===== config.mk =====
export PLATFORM = sky130hd
export DESIGN_NAME = xsk_decode
export DESIGN_NICKNAME = d
export VERILOG_FILES = /design/src/inc/xsk_pkg.sv /design/src/hw/xsk_decode.sv /design/src/hw/xsk_ptr_file.sv
export SDC_FILE = /design/constraint.sdc
export NUM_CORES = 1
export LEC_CHECK = 0
export BUFFER_PORTS_ARGS = -buffer_cell sky130_fd_sc_hd__buf_2
export CAP_MARGIN = 10
export CORE_ASPECT_RATIO = 2
export CORE_MARGIN = 1.5
export CORE_UTILIZATION = 55
export CTS_CLUSTER_DIAMETER = 30
export CTS_CLUSTER_SIZE = 20
export DETAILED_ROUTE_END_ITERATION = 12
export PLACE_DENSITY = 0.85
export SETUP_SLACK_MARGIN = 0.3
export SLEW_MARGIN = 10
export SYNTH_ARGS = -nofsm -noshare
export SYNTH_HDL_FRONTEND = slang
export SYNTH_SLANG_ARGS = --single-unit

===== constraint.sdc =====
create_clock -name mclk -period 10.7 [get_ports mclk]
set_input_delay 1.605 -clock mclk [delete_from_list [all_inputs] [get_ports mclk]]
set_output_delay 1.605 -clock mclk [all_outputs]
set_load 0.01 [all_outputs]

===== src/inc/xsk_pkg.sv =====
// Opcodes, field positions, reset values and cycle counts of the decode block.
// Assumes a 16-bit instruction word and an 8-bit data path.
package xsk_pkg;
  localparam logic [7:0]  OP_XOR_LIT    = 8'h0A;
  localparam logic [5:0]  OP_XOR_FILE   = 6'h06;
  localparam logic [6:0]  OP_TEST_SKIP  = 7'h33;
  localparam logic [7:0]  OP_ADD_PTR    = 8'hE8;
  localparam logic [7:0]  OP_SUB_PTR    = 8'hE9;
  localparam logic [7:0]  OP_PUSH_LIT   = 8'hEA;
  localparam logic [7:0]  OP_MOVE_IDX   = 8'hEB;
  localparam logic [15:0] OP_CALL_ACC   = 16'h0014;
  localparam logic [3:0]  OP_SECOND     = 4'hF;
  localparam logic [1:0]  FRAME_SEL     = 2'h3;
  localparam logic [7:0]  INDEX_LIMIT   = 8'h5F;
  localparam int          DEST_BIT      = 9;
  localparam int          ACCESS_BIT    = 8;
  localparam int          MOVE_KIND_BIT = 7;
  localparam logic [1:0]  CYC_ONE       = 2'h1;
  localparam logic [1:0]  CYC_TWO       = 2'h2;
  localparam logic [1:0]  CYC_THREE     = 2'h3;
  localparam logic [7:0]  ACC_RESET     = 8'h00;
  localparam logic [11:0] PTR_RESET     = 12'h000;
  localparam logic [20:0] PC_RESET      = 21'h00_0000;
endpackage : xsk_pkg


===== src/hw/xsk_decode.sv =====
// Decode and execute of test-skip, XOR and extended instruction group.
// Assumes file read data arrive combinationally for fdata_addr in the same cycle.
`timescale 1ns/100ps
// How it works
// - Test-skip-if-zero decoded from 0110 011a plus file address.
// - Zero file value discards the fetched word; instruction takes two cycles.
// - Skipping a two-word instruction costs three cycles in total.
// - Access bit 0 uses direct bank, 1 uses bank select pointer.
// - Access 0, extension on, address at most 95 uses indexed frame offset.
// - XOR literal, 0000 1010, writes accumulator xor literal to accumulator.
// - XOR file, 0001 10da; destination 0 accumulator, 1 file.
// - Both XOR forms update only N and Z; file form takes one cycle.
// - Extended instructions and indexed addressing off unless enable fuse set.
// - Pointer add/subtract use 2-bit select and 6-bit literal, one cycle for selects 00 to 10.
// - Select 11 adjusts frame pointer and returns, two cycles.
// - Call via accumulator is word 0x0014, two cycles, no flags.
// - Indexed-to-file move is two words, second 1111 plus file address.
// - Push literal stores at frame pointer then decrements it, one cycle.
// - Call pushes next address, loads counter from accumulator and latches.
// - Returning pointer forms reload counter from return stack top.
module xsk_decode (
  input  wire logic        mclk,
  input  wire logic        rst,
  input  wire logic        extension_enable_fuse,
  input  wire logic        instr_valid,
  input  wire logic [15:0] instr_word,
  input  wire logic [15:0] next_word,
  input  wire logic [7:0]  fdata_rdata,
  input  wire logic [3:0]  bank_select_pointer,
  input  wire logic [7:0]  counter_high_latch,
  input  wire logic [7:0]  counter_upper_latch,
  input  wire logic [20:0] return_stack_top,
  input  wire logic [20:0] pc_in,
  output logic             busy,
  output logic [11:0]      fdata_addr,
  output logic             fdata_we,
  output logic [11:0]      fdata_waddr,
  output logic [7:0]       fdata_wdata,
  output logic [7:0]       acc,
  output logic             flag_n,
  output logic             flag_z,
  output logic             pc_load,
  output logic [20:0]      pc_value,
  output logic             stack_push,
  output logic [20:0]      stack_push_value,
  output logic             stack_pop,
  output logic [11:0]      ptr0,
  output logic [11:0]      ptr1,
  output logic [11:0]      stack_frame_pointer
);
  logic [7:0]  op_hi;
  logic [7:0]  f_addr;
  logic        ext_on;
  logic        is_test_skip;
  logic        is_xor_lit;
  logic        is_xor_file;
  logic        is_add_ptr;
  logic        is_sub_ptr;
  logic        is_push_lit;
  logic        is_move_idx;
  logic        is_call_acc;
  logic        next_is_two_word;
  logic [1:0]  stall_reg;
  logic [7:0]  xor_res;
  logic        ptr_we;
  logic [1:0]  ptr_sel;
  logic [11:0] ptr_wdata;
  logic [11:0] ptr_cur;
  logic        start;

  assign op_hi  = instr_word[15:8];
  assign f_addr = instr_word[7:0];
  assign ext_on = extension_enable_fuse;
  assign start  = instr_valid && (stall_reg == 2'h0);
  assign busy   = (stall_reg != 2'h0);

  assign is_test_skip = (instr_word[15:9] == xsk_pkg::OP_TEST_SKIP);
  assign is_xor_lit   = (op_hi == xsk_pkg::OP_XOR_LIT);
  assign is_xor_file  = (instr_word[15:10] == xsk_pkg::OP_XOR_FILE);
  assign is_add_ptr   = ext_on && (op_hi == xsk_pkg::OP_ADD_PTR);
  assign is_sub_ptr   = ext_on && (op_hi == xsk_pkg::OP_SUB_PTR);
  assign is_push_lit  = ext_on && (op_hi == xsk_pkg::OP_PUSH_LIT);
  assign is_move_idx  = ext_on && (op_hi == xsk_pkg::OP_MOVE_IDX);
  assign is_call_acc  = ext_on && (instr_word == xsk_pkg::OP_CALL_ACC);

  // A following word that is the head of a two-word form costs an extra skip cycle.
  assign next_is_two_word = ext_on && (next_word[15:8] == xsk_pkg::OP_MOVE_IDX);

  // Address of the byte-oriented operand.
  // Moves read their source at the frame pointer plus the 7-bit offset of the first word.
  always_comb begin
    if (is_move_idx) begin
      fdata_addr = stack_frame_pointer + {5'h00, instr_word[6:0]};
    end else if (!instr_word[xsk_pkg::ACCESS_BIT] && ext_on && f_addr <= xsk_pkg::INDEX_LIMIT) begin
      fdata_addr = stack_frame_pointer + {4'h0, f_addr};
    end else if (!instr_word[xsk_pkg::ACCESS_BIT]) begin
      fdata_addr = {4'h0, f_addr};
    end else begin
      fdata_addr = {bank_select_pointer, f_addr};
    end
  end

  assign xor_res = acc ^ (is_xor_lit ? f_addr : fdata_rdata);

  // Multi-cycle instructions hold busy; the extra cycles are no-operations.
  always_ff @(posedge mclk) begin
    if (rst) begin
      stall_reg <= 2'h0;
    end else if (stall_reg != 2'h0) begin
      stall_reg <= stall_reg - 2'h1;
    end else if (start && is_test_skip && fdata_rdata == 8'h00) begin
      stall_reg <= next_is_two_word ? xsk_pkg::CYC_TWO : xsk_pkg::CYC_ONE;
    end else if (start && (is_add_ptr || is_sub_ptr) && instr_word[7:6] == xsk_pkg::FRAME_SEL) begin
      stall_reg <= xsk_pkg::CYC_ONE;
    end else if (start && (is_call_acc || is_move_idx)) begin
      stall_reg <= xsk_pkg::CYC_ONE;
    end
  end

  // Accumulator and N, Z flags; no other instruction here touches flags.
  always_ff @(posedge mclk) begin
    if (rst) begin
      acc    <= xsk_pkg::ACC_RESET;
      flag_n <= 1'b0;
      flag_z <= 1'b0;
    end else if (start && (is_xor_lit || is_xor_file)) begin
      flag_n <= xor_res[7];
      flag_z <= (xor_res == 8'h00);
      if (is_xor_lit || !instr_word[xsk_pkg::DEST_BIT]) begin
        acc <= xor_res;
      end
    end
  end

  // Data file writes: XOR to file, push literal, and second word of moves.
  always_ff @(posedge mclk) begin
    if (rst) begin
      fdata_we    <= 1'b0;
      fdata_waddr <= 12'h000;
      fdata_wdata <= 8'h00;
    end else begin
      fdata_we <= 1'b0;
      if (start && is_xor_file && instr_word[xsk_pkg::DEST_BIT]) begin
        fdata_we    <= 1'b1;
        fdata_waddr <= fdata_addr;
        fdata_wdata <= xor_res;
      end else if (start && is_push_lit) begin
        fdata_we    <= 1'b1;
        fdata_waddr <= stack_frame_pointer;
        fdata_wdata <= f_addr;
      end else if (start && is_move_idx && next_word[15:12] == xsk_pkg::OP_SECOND) begin
        fdata_we    <= 1'b1;
        fdata_waddr <= instr_word[xsk_pkg::MOVE_KIND_BIT] ?
                       stack_frame_pointer + {5'h00, next_word[6:0]} : next_word[11:0];
        fdata_wdata <= fdata_rdata;
      end
    end
  end

  // Pointer updates for add, subtract and push.
  always_comb begin
    ptr_sel = (is_push_lit || instr_word[7:6] == xsk_pkg::FRAME_SEL) ? 2'h2 : instr_word[7:6];
    case (ptr_sel)
      2'h0:    ptr_cur = ptr0;
      2'h1:    ptr_cur = ptr1;
      default: ptr_cur = stack_frame_pointer;
    endcase
    ptr_we    = start && (is_add_ptr || is_sub_ptr || is_push_lit);
    if (is_push_lit) begin
      ptr_wdata = ptr_cur - 12'h001;
    end else if (is_add_ptr) begin
      ptr_wdata = ptr_cur + {6'h00, instr_word[5:0]};
    end else begin
      ptr_wdata = ptr_cur - {6'h00, instr_word[5:0]};
    end
  end

  xsk_ptr_file #(.W(12)) u_ptrs (
    .mclk  (mclk),
    .rst   (rst),
    .we    (ptr_we),
    .wsel  (ptr_sel),
    .wdata (ptr_wdata),
    .ptr0  (ptr0),
    .ptr1  (ptr1),
    .ptr2  (stack_frame_pointer)
  );

  // Program counter and return stack; a lone 1111 word falls through as no-op.
  always_ff @(posedge mclk) begin
    if (rst) begin
      pc_load          <= 1'b0;
      pc_value         <= xsk_pkg::PC_RESET;
      stack_push       <= 1'b0;
      stack_push_value <= xsk_pkg::PC_RESET;
      stack_pop        <= 1'b0;
    end else begin
      pc_load    <= 1'b0;
      stack_push <= 1'b0;
      stack_pop  <= 1'b0;
      if (start && is_call_acc) begin
        stack_push       <= 1'b1;
        stack_push_value <= pc_in + 21'h00_0002;
        pc_load          <= 1'b1;
        pc_value         <= {counter_upper_latch[4:0], counter_high_latch, acc};
      end else if (start && (is_add_ptr || is_sub_ptr) && instr_word[7:6] == xsk_pkg::FRAME_SEL) begin
        pc_load   <= 1'b1;
        pc_value  <= return_stack_top;
        stack_pop <= 1'b1;
      end
    end
  end

  a_xor_flags_only: assert property (@(posedge mclk) disable iff (rst)
    (start && !is_xor_lit && !is_xor_file) |=> $stable(flag_n) && $stable(flag_z))
    else $error("flags changed outside xor");
  a_xor_lit_result: assert property (@(posedge mclk) disable iff (rst)
    (start && is_xor_lit) |=> acc == ($past(acc) ^ $past(f_addr)))
    else $error("xor literal result wrong");
  a_xor_to_acc: assert property (@(posedge mclk) disable iff (rst)
    (start && is_xor_file && !instr_word[9]) |=> !fdata_we && acc == ($past(acc) ^ $past(fdata_rdata)))
    else $error("xor to accumulator wrong");
  a_skip_two_cyc: assert property (@(posedge mclk) disable iff (rst)
    (start && is_test_skip && fdata_rdata == 8'h00 && !next_is_two_word) |=> busy ##1 !busy)
    else $error("skip length wrong");
  a_skip_three_cyc: assert property (@(posedge mclk) disable iff (rst)
    (start && is_test_skip && fdata_rdata == 8'h00 && next_is_two_word) |=> busy [*2] ##1 !busy)
    else $error("two word skip length wrong");
  a_no_ext_off: assert property (@(posedge mclk) disable iff (rst)
    !extension_enable_fuse |=> !pc_load && !stack_push)
    else $error("extension acted while off");
  a_ptr_add_one: assert property (@(posedge mclk) disable iff (rst)
    (start && is_add_ptr && instr_word[7:6] == 2'h0)
    |=> ptr0 == $past(ptr0) + {6'h00, $past(instr_word[5:0])} && !busy)
    else $error("pointer add wrong");
  a_call_push: assert property (@(posedge mclk) disable iff (rst)
    (start && is_call_acc) |=> stack_push && pc_value[7:0] == $past(acc) ##1 !busy)
    else $error("call via accumulator wrong");
  a_ret_reload: assert property (@(posedge mclk) disable iff (rst)
    (start && is_add_ptr && instr_word[7:6] == 2'h3) |=> pc_load && pc_value == $past(return_stack_top))
    else $error("return reload wrong");
  a_push_dec: assert property (@(posedge mclk) disable iff (rst)
    (start && is_push_lit) |=> fdata_we && stack_frame_pointer == $past(stack_frame_pointer) - 12'h001)
    else $error("push literal wrong");
  a_move_to_file: assert property (@(posedge mclk) disable iff (rst)
    (start && is_move_idx && !instr_word[7] && next_word[15:12] == 4'hF)
    |=> fdata_we && fdata_waddr == $past(next_word[11:0]) ##1 !busy)
    else $error("move to file wrong");
  a_lone_second: assert property (@(posedge mclk) disable iff (rst)
    (start && instr_word[15:12] == 4'hF) |=> !fdata_we && !pc_load && !busy)
    else $error("lone second word acted");
endmodule : xsk_decode


===== src/hw/xsk_ptr_file.sv =====
// Three indirect pointers; pointer 2 is the stack frame pointer.
// Assumes one write per cycle from the decode block.
`timescale 1ns/100ps
module xsk_ptr_file #(
  parameter int W = 12
) (
  input  wire logic         mclk,
  input  wire logic         rst,
  input  wire logic         we,
  input  wire logic [1:0]   wsel,
  input  wire logic [W-1:0] wdata,
  output logic [W-1:0]      ptr0,
  output logic [W-1:0]      ptr1,
  output logic [W-1:0]      ptr2
);
  always_ff @(posedge mclk) begin
    if (rst) begin
      ptr0 <= xsk_pkg::PTR_RESET;
      ptr1 <= xsk_pkg::PTR_RESET;
      ptr2 <= xsk_pkg::PTR_RESET;
    end else if (we) begin
      case (wsel)
        2'h0:    ptr0 <= wdata;
        2'h1:    ptr1 <= wdata;
        default: ptr2 <= wdata;
      endcase
    end
  end
endmodule : xsk_ptr_file


==> results.toml, run 1 <==
[timing]
setup_slack_ns = 4.88
clock.fmax_mhz = 172
period_share_pct = 54.4
min_period_ns = 5.82
relSlewSlack_pct = 23.4
drv_slew = 0
whs_ns = 0.454
finalHoldViolCount = 0
clock-skew-final_ns = 0.0104
setup_viol = 0
finalSetupTns_ns = 0
rsz0062_at_grt = "no"
worstMarginPinSlew_ns = 1.15

[min_path]
worst_hold_path_type = "reg -> reg"
min_from = "stack_push_value[0]"
min_to = "stack_push_value[0]"
holdPathStages = 2

[placed_design]
dp_hpwl_um = 19200
placed_area_um2 = 8810
pre_cts_ws_ns = 4.93
portBuffers = 227
gp_congestion = 1.00

[clock_tree]
cts_setup_buffers = 0
cts_buffer_depth = 2
ctsHoldBuffers = 0
numCtsBuffers = 17
clk-insertion-delay-late_ns = 0.41
post_cts_resized = 0
clkSlewWorstSetupHoldPaths_ns = 0.06
root_buffer = "clkbuf_16"
cts_max_level = 4
cts_tree = "built"
cts_sinks = 114

[worst_setup_path]
ff2ff_path_depth = 10
start_kind = "input port"
critPathSlowestCell = "fa_1"
crit_fanout = 8
cp.arrival_ns = 4.22
max_stage_delay_ns = 0.42
worstReg2RegStart = "u_ptrs.ptr2[1]"
critPathMostFrequentCell = "buf_2"
ff2ff_setup_slack_ns = 7.72
path_cells = "buf_2 > ha_1 > inv_1 > fa_1 > nor2b_1 > nor2_1 > o221ai_1 > mux2_2 > a21o_1 > or2_2 > buf_2"
endpoint_kind = "output port"
worst-setup-path-type = "in -> out"
required_ns = 9.10
r2r_end = "u_ptrs.ptr2[9]"

[logic_synthesis]
syn_inst = 984
yosys.area_share.adder_pct = 5.52
ys_types = 73
synthMuxAreaShare_pct = 6.45
synth_compound_area_share_pct = 22.9
synth_edf_count = 0
synth-seq-cells = 114
yosysMostFrequentCell = "nand2_1"
synth_area_um2 = 7660
synth_area_leaders = "dfxtp_1, mux2i_1, nand2_1, a21oi_1, nor2_1"
syn_avg_cell_area_um2 = 7.79
ys_warn_count = 0
synthXorXnorAreaFrac_pct = 6.51
synth.top_cell.area_share_pct = 29.8
ys_async_sr_fraction_pct = 0
synth_top_area_cell = "dfxtp_1"
synth-main-ff-cell = "dfxtp_1"
ys_seq_area_share_pct = 29.8
synth_nets = 1122
synth_commonest_cells = "nand2_1, dfxtp_1, nor2_1"
yosys.area_share.simple_pct = 24.3
synth_top_family_by_area = "simple AND/OR/NAND/NOR gates"

[finish]
design_area_um2 = 9420
layout-drive-gt1-share_pct = 24.5
layout.nets = 1312
area_delta_synth_final_pct = 22.9
fillers = 1118
largestRegisters = "pc_value (21), stack_push_value (21)"

[power_and_ir_drop]
ir_drop_uv = 140
total_power_mw = 1.17
p_leak_nw = 4.23
pwr_density_cell_nw_per_um2 = 124

[grt]
grt_pass1_vias = 8109
antenna_found_initial = 1
grtUsageTotal_pct = 34.7
grt_pass1_wl_um = 40000
grt_remaining_overflow = 0
grt_start_max_net_pins = 72

[floorplanning]
dieArea_um2 = 14700
initial_core_util_pct = 56.7
ios = 231
die_x_um = 86.5
fp-row-count = 60
core_area_um2 = 13500
fp.dieH_um = 170

[flow_run]
drv_cap = 0

[drt]
drc = 0
wl_per_cell_um = 19.1
ant_nets = 0
drtPass1Iterations = 5
viasPerCell = 6.26
via_count = 8413
wl_um = 25700
drt_iter0_drc = 641

[status]
status = "completed"
-- metrics by stage --
stage | util, % | instances
6_report | 69.7 | 1343
5_1_grt | 69.7 | 1342
4_1_cts | 69.7 | 1342
3_5_place_dp | 65.2 | 1310
3_3_place_gp | 65.2 | 1310
2_1_floorplan | - | 984
-- per-layer routing --
| metal | global-route usage (%) | share of wire (%) |
|---|---|---|
| met5 | 0 | 0 |
| met4 | 24.0 | 7.0 |
| met3 | 7.95 | 7.4 |
| met2 | 60.7 | 51 |
| met1 | 35.7 | 35 |
-- power by group --
group	total (mW)	switching, mW	leakage [nW]	internal [mW]
clock	0.589	0.220	0.287	0.369
sequential	0.426	0.000598	0.918	0.425
combinational	0.156	0.0952	3.02	0.0606
-- cell usage in the layout (no fill, tap or decap), types with 15 or more instances in the layout --
cell,instances
nand2_1,122
ha_1,29
buf_2,226
mux2i_1,46
clkbuf_16,17
a22oi_1,15
a21oi_1,88
xnor2_1,42
a211oi_1,53
xor2_1,15
nor3_1,16
o21a_1,16
nor2_1,107
nand3_1,18
o21ai_0,32
inv_1,23
dfxtp_1,114
-- kinds of logic after synthesis --
family | count (synthesis)
XOR/XNOR | 57
multiplexers | 49
buffers and inverters | 87
AND/OR/NAND/NOR | 373
flip-flops | 114
AO/OA/AOI/OAI | 272
adder cells (fa/ha/maj) | 32
-- final cells by class --
type,instances,area (µm²),area share (%)
Multi-Input combinational cell,783,5050,53.6
Sequential cell,114,2280,24.2
Timing Repair Buffer,235,1200,12.7
Clock buffer,18,429,4.56
Tap cell,155,194,2.06
Clock inverter,14,179,1.90
Inverter,23,86.3,0.917
Antenna cell,1,2.50,0.0266
-- worst max-delay path: cells and delay by family --
family / cells / cell delay (ns)
adders and majority gates: 2 / 0.66
and+or+nand+nor: 3 / 0.58
AOI/OAI and AO/OA: 2 / 0.54
muxes: 1 / 0.39
buffers and inverters: 3 / 0.43
-- worst max-delay path by stage --
| stage | start | slack, ns | cells past startpoint | endpoint |
|---|---|---|---|---|
| after floorplan | instr_word[0] | 5.58 | 9 | fdata_addr[10] |
| after global placement | instr_word[1] | 4.96 | 10 | fdata_addr[10] |
| after detailed placement | instr_word[0] | 4.93 | 11 | fdata_addr[10] |
| after CTS | instr_word[0] | 4.91 | 11 | fdata_addr[10] |
| after global routing | instr_word[1] | 4.77 | 10 | fdata_addr[10] |
| final | instr_word[0] | 4.88 | 11 | fdata_addr[10] |
Power figures use the tool's default switching activity.
==> run 2: changes to the inputs <==
--- a/config.mk
+++ b/config.mk
@@ -9,11 +9,11 @@
 export CAP_MARGIN = 10
 export CORE_ASPECT_RATIO = 2
 export CORE_MARGIN = 1.5
-export CORE_UTILIZATION = 55
+export CORE_UTILIZATION = 53
 export CTS_CLUSTER_DIAMETER = 30
 export CTS_CLUSTER_SIZE = 20
 export DETAILED_ROUTE_END_ITERATION = 12
-export PLACE_DENSITY = 0.85
+export PLACE_DENSITY = 0.82
 export SETUP_SLACK_MARGIN = 0.3
 export SLEW_MARGIN = 10
 export SYNTH_ARGS = -nofsm -noshare
==> constraint.sdc (replaced) <==
create_clock -name mclk -period 5.92 [get_ports mclk]
set_input_delay 0.888 -clock mclk [delete_from_list [all_inputs] [get_ports mclk]]
set_output_delay 0.888 -clock mclk [all_outputs]
set_load 0.01 [all_outputs]
==> run 2 against run 1 <==
Clock power rose by 70%. Register-to-register slack got worse by 4.8 ns. Wire length up 0.11%. Combinational power up 79%. Via count fell by 2.3%. Power up 75%. Worst setup slack worse by 3.5 ns. Sequential share of layout area hardly changed. Critical path depth is the same. Sequential power grew 81%. First-iteration DRC count decreased by 26%. Critical path type unchanged. Largest cell class unchanged.
==> results.toml, run 2 (synthesis gave the netlist of run 1 again) <==
[status]
status = "completed"

[drt]
ant_nets = 0
wl_um = 25700
drt_iter0_drc = 473
viasPerCell = 5.96
drc = 0
via_count = 8221
drtPass1Iterations = 5
wl_per_cell_um = 18.6

[floorplanning]
die_x_um = 88.0
fp.dieH_um = 173
dieArea_um2 = 15200
ios = 231
core_area_um2 = 14300
initial_core_util_pct = 53.7
fp-row-count = 62

[power_and_ir_drop]
pwr_density_cell_nw_per_um2 = 217
total_power_mw = 2.05
ir_drop_uv = 204
p_leak_nw = 4.22
p_int_mw = 1.49
seq_power_share_pct = 37.5
p_sw_mw = 0.560
p_sw_share_pct = 27.3
power_frac_comb_pct = 13.7
power_frac_clock_pct = 48.8

[worst_setup_path]
endpoint_kind = "output port"
critPathSlowestCell = "fa_1"
worst-setup-path-type = "in -> out"
critPathMostFrequentCell = "buf_2"
start_kind = "input port"
critPathBufInv = 3
required_ns = 5.03
path_delay_family = "adder cells"
path_cells = "buf_2 > ha_1 > inv_1 > fa_1 > nor2b_1 > nor2_1 > o221ai_1 > mux2_2 > a21o_1 > or2_2 > buf_2"
crit_fanout = 8
cp.arrival_ns = 3.68
max_stage_delay_ns = 0.47

[timing]
setup_viol = 0
clock.fmax_mhz = 219
drv_slew = 0
clock-skew-final_ns = 0.0105
finalHoldViolCount = 0
relSlewSlack_pct = 26.0
period_share_pct = 77.2
rsz0062_at_grt = "no"
min_period_ns = 4.57
finalSetupTns_ns = 0
worstMarginPinSlew_ns = 1.11

[finish]
num_antenna_cells = 0
area_delta_synth_final_pct = 23.1
layout-drive-gt1-share_pct = 24.6
fillers = 1329
final_common_cell = "buf_2"
final_cell_mix = "buf_2, nand2_1, dfxtp_1"
largestRegisters = "pc_value (21), stack_push_value (21)"
layout.nets = 1313

[placed_design]
gp_congestion = 0.967
portBuffers = 227
dp_hpwl_um = 19000

[flow_run]
drv_cap = 0

[grt]
grt_pass1_vias = 8120
grt_remaining_overflow = 0
grtUsageTotal_pct = 33.9
antenna_found_initial = 1
grt_start_max_net_pins = 75
grt_pass1_wl_um = 40200

[min_path]
worst_hold_path_type = "reg -> reg"

[clock_tree]
root_buffer = "clkbuf_16"
cts_sinks = 114
clk-insertion-delay-late_ns = 0.42
cts_tree = "built"
cts_setup_buffers = 0
numCtsBuffers = 17
cts_buffer_depth = 2
post_cts_resized = 0
ctsHoldBuffers = 0
clkSlewWorstSetupHoldPaths_ns = 0.06
cts_max_level = 4
## run 2: changes by cell type in the layout (fill, tap and decap cells not counted), sizes merged
cell / change
inv: -2
clkbuf: +3
clkinvlp: +1
buf: +1
diode: -1
bufinv: -2
## run 2: power by group through the flow
stage	Sequential, mW	Clock, mW	Combinational [mW]
3_3_place_gp	0.786	0	0.269
2_1_floorplan	0.786	0	0.175
3_5_place_dp	0.786	0	0.272
5_1_grt	0.769	1.04	0.304
6_report	0.769	1.00	0.280
4_1_cts	0.769	1.01	0.275
## run 2: worst paths after layout
path	start	end	slack (ns)	depth (start not counted)
worst min register to register	stack_push_value[0]	stack_push_value[0]	0.46	2
worst max-delay path	instr_word[0]	fdata_addr[10]	1.35	11
worst max register to register	u_ptrs.ptr2[1]	u_ptrs.ptr2[9]	2.94	10
worst min-delay path	stack_push_value[0]	stack_push_value[0]	0.46	2
## run 2: metrics by stage
| step | hold WS, ns | area, µm² | worst slack (ns) | std cells | util (%) |
|---|---|---|---|---|---|
| floorplan | 0.476 | 7660 | 1.86 | 984 | - |
| global route | 0.483 | 9440 | 1.30 | 1380 | 66.1 |
| finish | 0.462 | 9440 | 1.35 | 1380 | 66.1 |
| CTS | 0.465 | 9440 | 1.43 | 1380 | 66.1 |
| detailed placement | 0.458 | 8860 | 1.33 | 1348 | 62.1 |
| global placement | 0.437 | 8860 | 1.39 | 1348 | 62.1 |
## run 2: layout make-up
| cell class | count | area (µm²) | share of cell area, % |
|---|---|---|---|
| flip-flops and latches | 114 | 2280 | 24.2 |
| clock inverters | 11 | 105 | 1.11 |
| well taps | 192 | 240 | 2.55 |
| repair buffers | 236 | 1210 | 12.8 |
| clock buffers | 21 | 470 | 4.99 |
| multi-input cells | 783 | 5050 | 53.5 |
| inverters | 23 | 86.3 | 0.915 |
## run 2: worst register-to-register path, cell delays in order, from the launching register on
cell	delay, ns
dfxtp_1	0.61
nor2_1	0.10
a21oi_1	0.27
ha_1	0.27
nor2b_1	0.15
o31a_1	0.28
o221a_2	0.29
a311oi_1	0.34
xor2_1	0.16
or3_1	0.34
o31ai_1	0.08
## run 2: layer usage
| metal | wire (µm) | global-route usage [%] |
|---|---|---|
| met1 | 9330 | 35.4 |
| met2 | 12800 | 57.3 |
| met3 | 1820 | 7.92 |
| met4 | 1730 | 24.3 |
| met5 | 10 | 0 |
==> run 3: changes to the inputs <==
--- a/config.mk
+++ b/config.mk
@@ -9,11 +9,11 @@
 export CAP_MARGIN = 10
 export CORE_ASPECT_RATIO = 2
 export CORE_MARGIN = 1.5
-export CORE_UTILIZATION = 53
+export CORE_UTILIZATION = 48
 export CTS_CLUSTER_DIAMETER = 30
 export CTS_CLUSTER_SIZE = 20
 export DETAILED_ROUTE_END_ITERATION = 12
-export PLACE_DENSITY = 0.82
+export PLACE_DENSITY = 0.78
 export SETUP_SLACK_MARGIN = 0.3
 export SLEW_MARGIN = 10
 export SYNTH_ARGS = -nofsm -noshare
==> constraint.sdc (replaced) <==
create_clock -name mclk -period 4 [get_ports mclk]
set_input_delay 0.6 -clock mclk [delete_from_list [all_inputs] [get_ports mclk]]
set_output_delay 0.6 -clock mclk [all_outputs]
set_load 0.01 [all_outputs]
==> run 3 against run 2 <==
Critical path depth rose by 1. Cell area increased by 2.8%. Sequential power is 48% higher. Clock-buffer cell count did not move. Clock skew rose by 0.0033 ns. Clock power is 52% higher. Worst hold slack worse by 0.066 ns. Combinational power rose by 58%. Worst setup slack got worse by 0.92 ns. Sequential share of layout area decreased by 0.62 points. Core utilization decreased by 4.3 points.
==> results.toml, run 3 (synthesis gave the netlist of run 1 again) <==
[status]
status = "completed"

[floorplanning]
die_x_um = 92.4
initial_core_util_pct = 48.8
fp-row-count = 65
dieArea_um2 = 16800
fp.dieH_um = 182
ios = 231
core_area_um2 = 15700

[finish]
multi_input_area_um2 = 5090
ff_latch_area_um2 = 2280
layout.nets = 1337
final_cell_mix = "buf_2, nand2_1, dfxtp_1"
area_delta_synth_final_pct = 26.5
largestRegisters = "pc_value (21), stack_push_value (21)"
layout-drive-gt1-share_pct = 26.7
final_common_cell = "buf_2"
fillers = 1433

[clock_tree]
cts_sinks = 114
cts_setup_buffers = 0
clk-insertion-delay-late_ns = 0.42
clkSlewWorstSetupHoldPaths_ns = 0.06
cts_tree = "built"
cts_buffer_depth = 2
numCtsBuffers = 17
ctsHoldBuffers = 0
root_buffer = "clkbuf_16"
cts_max_level = 4

[timing]
period_share_pct = 89.1
drv_slew = 0
finalHoldViolCount = 0
setup_viol = 0
relSlewSlack_pct = 46.0
min_period_ns = 3.56
rsz0062_at_grt = "no"
clock.fmax_mhz = 281
worstMarginPinSlew_ns = 0.809
clock-skew-final_ns = 0.0138
finalSetupTns_ns = 0

[drt]
wl_um = 26400
drt_iter0_drc = 493
wl_per_cell_um = 18.6
drc = 0
viasPerCell = 5.96
drtPass1Iterations = 5
via_count = 8431
ant_nets = 0

[power_and_ir_drop]
total_power_mw = 3.10
ir_drop_uv = 308
pwr_density_cell_nw_per_um2 = 320
p_leak_nw = 4.37

[worst_setup_path]
endpoint_kind = "output port"
required_ns = 3.40
critPathMostFrequentCell = "buf_2"
path_cells = "buf_2 > buf_4 > ha_1 > inv_1 > fa_2 > nor2b_4 > nor2_1 > o221ai_2 > mux2_2 > a21o_1 > or2_2 > buf_2"
start_kind = "input port"
worst-setup-path-type = "in -> out"
crit_fanout = 6
max_stage_delay_ns = 0.38
path_delay_family = "adder cells"
cp.arrival_ns = 2.96
critPathBufInv = 4
critPathSlowestCell = "fa_2"

[grt]
grtUsageTotal_pct = 31.1
antenna_found_initial = 2
grt_start_max_net_pins = 75
grt_remaining_overflow = 0
grt_pass1_vias = 8300
grt_pass1_wl_um = 41000

[placed_design]
gp_congestion = 0.940
dp_hpwl_um = 20100
portBuffers = 227

[min_path]
worst_hold_path_type = "in -> reg"

[flow_run]
drv_cap = 0
## run 3: cell count changes in the layout (fill, tap and decap cells not counted), moves of 2 or more
cell and delta:
buf_4 +23, dfxtp_1 -2, a21oi_2 +2, clkinvlp_4 -3
a21oi_1 -2, clkinv_4 +2, dfxtp_2 +2, diode_2 +2
## run 3: what timing repair did
action / in CTS / in global routing
pin swaps: 0 / 2
setup endpoints to repair: 2 / 5
resized for setup: 3 / 8
## run 3: final timing paths
check                                          from             endpoint  slack [ns]  depth (start not counted)
worst max-delay path                  instr_word[0]       fdata_addr[10]        0.44                         12
worst min-delay path                       pc_in[1]  stack_push_value[1]        0.40                          2
worst max register to register       u_ptrs.ptr0[0]      u_ptrs.ptr0[10]        1.24                         14
worst min register to register  stack_push_value[0]  stack_push_value[0]        0.45                          2
## run 3: layout make-up
type                       instances  area share (%)
multi-input combinational        783            52.5
sequential                       114            23.6
timing repair buffer             260            14.3
clock buffer                      21            4.75
tap                              201            2.59
clock inverter                    11            1.34
inverter                          23           0.890
antenna                            2          0.0516
## run 3: per-layer routing
layer	wire length (µm)	global-route usage (%)	up-vias	part of all wire [%]
met5	0	0	-	0
met4	1650	21.6	0	6.2
met3	1790	6.45	108	6.8
met2	13700	55.7	399	52
met1	9210	31.3	3939	35
li1	-	-	3985	-
## run 3: report_power, final
group,total [mW],switching (mW),leakage [nW],internal [mW]
registers,1.14,0.00153,0.919,1.14
clock network,1.52,0.565,0.288,0.953
logic,0.441,0.263,3.16,0.179
## run 3: per-stage QoR
stage | cell area, µm² | hold WS, ns | setup WS (ns) | util, % | cells
after CTS | 9650 | 0.387 | 0.313 | 61.5 | 1413
after floorplan | 7670 | 0.476 | 0.328 | - | 984
final | 9700 | 0.395 | 0.437 | 61.8 | 1415
after detailed placement | 9060 | 0.444 | 0.0107 | 57.7 | 1381
after global placement | 9060 | 0.435 | 0.122 | 57.7 | 1381
after global routing | 9700 | 0.392 | 0.304 | 61.8 | 1415
